File: config.mk
export PLATFORM = sky130hd
export DESIGN_NAME = boot_rom_strap_and_fpu_error
export DESIGN_NICKNAME = d
export VERILOG_FILES = /design/src/common/strap_pkg.sv /design/src/design/boot_rom_strap_and_fpu_error.sv /design/src/design/strap_decode.sv
export SDC_FILE = /design/constraint.sdc
export NUM_CORES = 1
export LEC_CHECK = 0
export ABC_AREA = 1
export BUFFER_PORTS_ARGS = -buffer_cell sky130_fd_sc_hd__buf_4
export CAP_MARGIN = 20
export CORE_AREA = 2 2 53 55
export CTS_BUF_LIST = sky130_fd_sc_hd__clkbuf_8
export DETAILED_ROUTE_END_ITERATION = 10
export DIE_AREA = 0 0 55 57
export GPL_ROUTABILITY_DRIVEN = 1
export PLACE_DENSITY = 0.66
export SLEW_MARGIN = 40
export SYNTH_ARGS = -nofsm -noshare
export SYNTH_HDL_FRONTEND = slang
export SYNTH_SLANG_ARGS = --single-unit
File: constraint.sdc
create_clock -name clk -period 1 [get_ports clk]
set_input_delay 0.1 -clock clk [delete_from_list [all_inputs] [get_ports clk]]
set_output_delay 0.1 -clock clk [all_outputs]
set_load 0.05 [all_outputs]
File: src/common/strap_pkg.sv
// Overview of operation
// Ignore-numeric-error pin is read as the second recovery strap at power-up.
// First recovery strap from gate-A20 pin; ROM mode strap from ROM select pin.
// ROM mode strap high: no boot ROM address bit inverted.
// Mode low, both recovery straps high: invert address bit 16.
// Mode low, strap A high, strap B low: invert address bit 17.
// Mode low, strap A low, strap B high: invert address bit 18.
// Mode and both recovery straps low: invert address bit 15.
// After power-up drive ignore-numeric-error to the processor.
// Floating-point error input raises interrupt request 13.
// Straps latched once at end of reset, held until next reset.
package strap_pkg;
    localparam int ROM_ADDR_W = 20;
    localparam int BIT_16KB   = 16;
    localparam int BIT_32KB   = 17;
    localparam int BIT_64KB   = 18;
    localparam int BIT_8KB    = 15;
    localparam logic [ROM_ADDR_W-1:0] NO_INVERT = 20'h00000;
endpackage

File: src/design/boot_rom_strap_and_fpu_error.sv
`timescale 1ns/1ps
module boot_rom_strap_and_fpu_error (
    input  wire logic                              clk,
    input  wire logic                              resetn,
    input  wire logic                              gateA20In,
    input  wire logic                              gateA20Level,
    output logic                                   gateA20Out,
    output logic                                   gateA20Oe,
    input  wire logic                              bootRomSelectIn,
    input  wire logic                              bootRomSelectLevel,
    output logic                                   bootRomSelectOut,
    output logic                                   bootRomSelectOe,
    input  wire logic                              ignoreNumericErrorIn,
    input  wire logic                              ignoreNumericErrorLevel,
    output logic                                   ignoreNumericErrorOut,
    output logic                                   ignoreNumericErrorOe,
    input  wire logic                              floatErrorIn,
    output logic                                   irq13,
    input  wire logic [strap_pkg::ROM_ADDR_W-1:0]  romAddrIn,
    output logic [strap_pkg::ROM_ADDR_W-1:0]       romAddrOut,
    output logic                                   strapsValid
);
    // Strap latch
    logic                                  latched;
    logic                                  next_latched;
    logic                                  romModeStrap;
    logic                                  next_romModeStrap;
    logic                                  recoveryStrapA;
    logic                                  next_recoveryStrapA;
    logic                                  recoveryStrapB;
    logic                                  next_recoveryStrapB;

    // Processor side
    logic                                  ignoreLevel;
    logic                                  next_ignoreLevel;
    logic                                  irqLevel;
    logic                                  next_irqLevel;

    // Boot ROM address path
    logic [strap_pkg::ROM_ADDR_W-1:0]      mask;
    logic [strap_pkg::ROM_ADDR_W-1:0]      activeMask;
    logic [strap_pkg::ROM_ADDR_W-1:0]      romAddr;
    logic [strap_pkg::ROM_ADDR_W-1:0]      next_romAddr;

    strap_decode u_decode (
        .rom_mode_strap    (romModeStrap),
        .strapA     (recoveryStrapA),
        .strapB     (recoveryStrapB),
        .invertMask (mask)
    );

    always_comb begin
        next_latched        = 1'b1;
        next_romModeStrap   = romModeStrap;
        next_recoveryStrapA = recoveryStrapA;
        next_recoveryStrapB = recoveryStrapB;
        // Sampled on the first edge after reset release, then frozen
        if (!latched) begin
            next_romModeStrap   = bootRomSelectIn;
            next_recoveryStrapA = gateA20In;
            next_recoveryStrapB = ignoreNumericErrorIn;
        end
    end

    always_ff @(posedge clk or negedge resetn) begin
        if (!resetn) begin
            latched        <= 1'b0;
            // Mode reads high until sampled, so nothing is inverted early
            romModeStrap   <= 1'b1;
            recoveryStrapA <= 1'b0;
            recoveryStrapB <= 1'b0;
        end else begin
            latched        <= next_latched;
            romModeStrap   <= next_romModeStrap;
            recoveryStrapA <= next_recoveryStrapA;
            recoveryStrapB <= next_recoveryStrapB;
        end
    end

    always_comb begin
        // Held quiet until the shared pins have been turned around
        next_ignoreLevel = latched & ignoreNumericErrorLevel;
        next_irqLevel    = latched & floatErrorIn;
    end

    always_ff @(posedge clk or negedge resetn) begin
        if (!resetn) begin
            ignoreLevel <= 1'b0;
            irqLevel    <= 1'b0;
        end else begin
            ignoreLevel <= next_ignoreLevel;
            irqLevel    <= next_irqLevel;
        end
    end

    always_comb begin
        // Straps not yet known: the address passes uninverted
        activeMask   = latched ? mask : strap_pkg::NO_INVERT;
        next_romAddr = romAddrIn ^ activeMask;
    end

    always_ff @(posedge clk or negedge resetn) begin
        if (!resetn) begin
            romAddr <= strap_pkg::NO_INVERT;
        end else begin
            romAddr <= next_romAddr;
        end
    end

    // Pins released while straps are read so pull resistors set them
    assign gateA20Oe             = latched;
    assign gateA20Out            = gateA20Level;
    assign bootRomSelectOe       = latched;
    assign bootRomSelectOut      = bootRomSelectLevel;
    assign ignoreNumericErrorOe  = latched;
    assign ignoreNumericErrorOut = ignoreLevel;
    assign irq13                 = irqLevel;
    assign romAddrOut            = romAddr;
    assign strapsValid           = latched;
endmodule

File: src/design/strap_decode.sv
`timescale 1ns/1ps
module strap_decode (
    input  wire logic                              rom_mode_strap,
    input  wire logic                              strapA,
    input  wire logic                              strapB,
    output logic [strap_pkg::ROM_ADDR_W-1:0]       invertMask
);
    always_comb begin
        invertMask = strap_pkg::NO_INVERT;
        if (!rom_mode_strap) begin
            unique case ({strapA, strapB})
                2'b11: invertMask[strap_pkg::BIT_16KB] = 1'b1;
                2'b10: invertMask[strap_pkg::BIT_32KB] = 1'b1;
                2'b01: invertMask[strap_pkg::BIT_64KB] = 1'b1;
                2'b00: invertMask[strap_pkg::BIT_8KB]  = 1'b1;
            endcase
        end
        // Mode strap high leaves the mask clear
    end
endmodule

==> results.py <==
metrics = {
    "status": {
        "status": "finished with violations",
        "violations": "negative setup slack",
    },
    "synth": {
        "synthCells": 71,
        "synth_area_leaders": "dfrtp_1, nand2_1, buf_4, dfstp_2, inv_1",
        "synth_compound_area_share_pct": 0,
        "synth_xor_xnor_area_share_pct": 0,
        "syn-num-nets": 100,
        "synth.avg_cell_area_um2": 12.00,
        "synth_ff_type": "dfrtp_1",
        "yosys_register_bits": 26,
        "yosysMostFrequentCell": "dfrtp_1",
        "synth_cell_types": 11,
        "synthTopCellsByCount": "dfrtp_1, nand2_1, inv_1",
        "synthMuxAreaShare_pct": 0,
        "syn_area_um2": 852.1,
        "synth_simple_gate_area_share_pct": 15.12,
        "synth_edf_count": 0,
        "ys_seq_area_share_pct": 76.51,
        "synth-async-reset-ratio_pct": 100.0,
        "synth_top_cell_area_share_pct": 73.42,
        "synth_top_family_by_area": "simple AND/OR/NAND/NOR gates",
        "yosys.area_share.adder_pct": 0,
        "synth_top_area_cell": "dfrtp_1",
        "yosysWarnings": 0,
    },
    "timing": {
        "clock-skew-final_ns": 0.005674,
        "drv_slew": 0,
        "min_period_ns": 1.061,
        "fmax_mhz": 942.1,
        "setup_viol": 7,
        "finalHoldViolCount": 0,
        "min_period_over_period_pct": 106.1,
        "rsz0062_at_grt": "yes",
        "fin_ws_ns": -0.06142,
    },
    "die": {
        "row_count": 19,
        "fp.dieArea_um2": 3135,
        "fp.dieW_um": 55,
        "start_util_pct": 32.58,
        "ios": 57,
        "core-area_um2": 2615,
        "die_h_um": 57,
    },
    "global_route": {
        "grt_pass1_vias": 664,
        "grt_max_degree": 27,
        "grt_overflow": 0,
        "antenna_found_initial": 0,
        "grt_pass1_wl_um": 2711,
        "grt_util_met2_pct": 21.43,
        "grt.met1_usage_pct": 13.16,
        "top_usage_layer": "met2",
        "grtUsageMet3_pct": 3.141,
        "track_usage_pct": 12.28,
    },
    "worst_setup_path": {
        "path_max_fanout": 7,
        "crit_type": "flop to primary output",
        "r2r_cells": 5,
        "crit_family": "flip-flops",
        "timing.rr.end": "romAddrOut[18]",
        "endpoint_kind": "primary output",
        "path_cells": "buf_6",
        "slowest_delay_ns": 0.53,
        "cp.buffers_inverters": 1,
        "critPathLaunchType": "flop",
        "required_ns": 0.90,
        "ff2ff_setup_slack_ns": -0.01,
        "crit_start": "bootRomSelectOe",
        "crit_slowest_cell": "dfrtp_4",
        "r2r_start": "bootRomSelectOe",
        "critical_path_arrival_ns": 0.96,
    },
    "worst_hold_path": {
        "holdPathStages": 3,
        "holdPathEnd": "ignoreNumericErrorOut",
        "hp-start": "ignoreNumericErrorLevel",
        "hp-class": "primary input to flop",
    },
    "clock_tree": {
        "numCtsBuffers": 3,
        "clk_latency_ns": 0.27,
        "root_buffer": "clkbuf_8",
        "tritoncts": "done",
        "h-tree-depth": 1,
        "cts_sinks": 26,
        "clk_pin_slew_ns": 0.07,
        "clock_tree.buffer_depth": 2,
    },
    "placement": {
        "dp_slack_ns": 0.07886,
        "place_congestion": 0.7342,
        "numPortBuffers": 52,
        "place_hpwl_um": 1320,
    },
    "power": {
        "p_total_uw": 2249,
        "peakVddDrop_mv": 0.9286,
        "leakagePower_uw": 0.0007982,
        "p_per_area_nw_per_um2": 1491,
    },
    "final_layout": {
        "layout.nets": 170,
        "syn2layout_area_growth_pct": 77.09,
        "antenna_cells": 0,
        "drive_gt1_share_pct": 47.14,
    },
    "route": {
        "ant_nets": 0,
        "drcViolationCount": 0,
        "drt-initial-drc-count": 8,
        "viasPerCell": 4.140,
        "wl_per_cell_um": 11.17,
        "via_count": 708,
        "first_pass_iters": 2,
        "wl_um": 1910,
    },
    "job": {
        "cap_violations": 0,
    },
}
-- worst max path at each step --
| stage | end | cells after the start |
|---|---|---|
| 4_1_cts | bootRomSelectOe | 1 |
| 2_1_floorplan | romAddrOut[15] | 5 |
| 5_1_grt | bootRomSelectOe | 1 |
| 3_5_place_dp | romAddrOut[17] | 4 |
| 3_3_place_gp | romAddrOut[17] | 4 |
| 6_report | bootRomSelectOe | 1 |
-- state kept, by name, summed over array words and instances, names as in the netlist --
name and count:
bootRomSelectOe 1, ignoreNumericErrorOut 1, irq13 1, recoveryStrapA 1
recoveryStrapB 1, romAddrOut 20, romModeStrap 1
-- through the flow --
stage / utilization (%) / std cells / area, um2 / hold WS (ns) / TNS (ns)
after floorplan: - / 71 / 858.3 / -0.1956 / 0
after global placement: 47.80 / 149 / 1250 / 0.01679 / 0
after detailed placement: 47.80 / 149 / 1250 / 0.01792 / 0
after CTS: 56.89 / 171 / 1488 / 0.01921 / -0.4405
after global routing: 57.70 / 171 / 1509 / 0.02822 / -0.5728
final: 57.70 / 171 / 1509 / 0.02175 / -0.2528
-- per-layer routing --
layer / part of all wire (%) / routed length (um)
met4: 1.5 / 29
met2: 48 / 910
met5: 0 / 0
met3: 13 / 249
met1: 38 / 720
-- area by class of cell --
cell class	count	area [um2]
tap	31	38.79
clock inverter	1	3.754
sequential	26	655.6
clock buffer	3	41.29
inverter	8	32.53
multi-input combinational	32	150.1
timing repair buffer	70	586.8
fill	217	1106
-- cell usage in the layout (no fill, tap or decap) --
| cell | synthesis | layout |
|---|---|---|
| buf_4 | 5 | 48 |
| dfrtp_1 | 25 | 24 |
| nand2_1 | 23 | 20 |
| dlygate4sd3_1 | 0 | 17 |
| inv_1 | 6 | 6 |
| buf_6 | 0 | 5 |
| nor2_1 | 3 | 3 |
| clkbuf_8 | 0 | 3 |
| nand2_2 | 0 | 2 |
| inv_2 | 2 | 2 |
| nand3b_1 | 2 | 2 |
| nand2_4 | 0 | 1 |
| inv_4 | 0 | 1 |
| nand3_2 | 0 | 1 |
| nor2_2 | 1 | 1 |
| nand3_1 | 2 | 1 |
| dfrtp_4 | 0 | 1 |
| conb_1 | 1 | 1 |
| dfstp_2 | 1 | 1 |
-- kinds of logic after synthesis --
family / Yosys count
DFF: 26
buffers and inverters: 13
and+or+nand+nor: 31
other: 1
-- what timing repair did --
action	in CTS	in global routing
setup endpoints to repair	4	8
pin swaps	0	2
endpoints found under the hold margin	41	0
resized for setup	4	7
hold buffers	17	0
buffers inserted	1	0
-- power breakdown --
part           switching, uW  internal [uW]  total (uW)  leakage (uW)
clock                    285            274         559     0.0000269
combinational            325            215         540      0.000467
sequential              32.0           1120        1150      0.000305
Note: power is estimated with default switching activity, not from simulation.
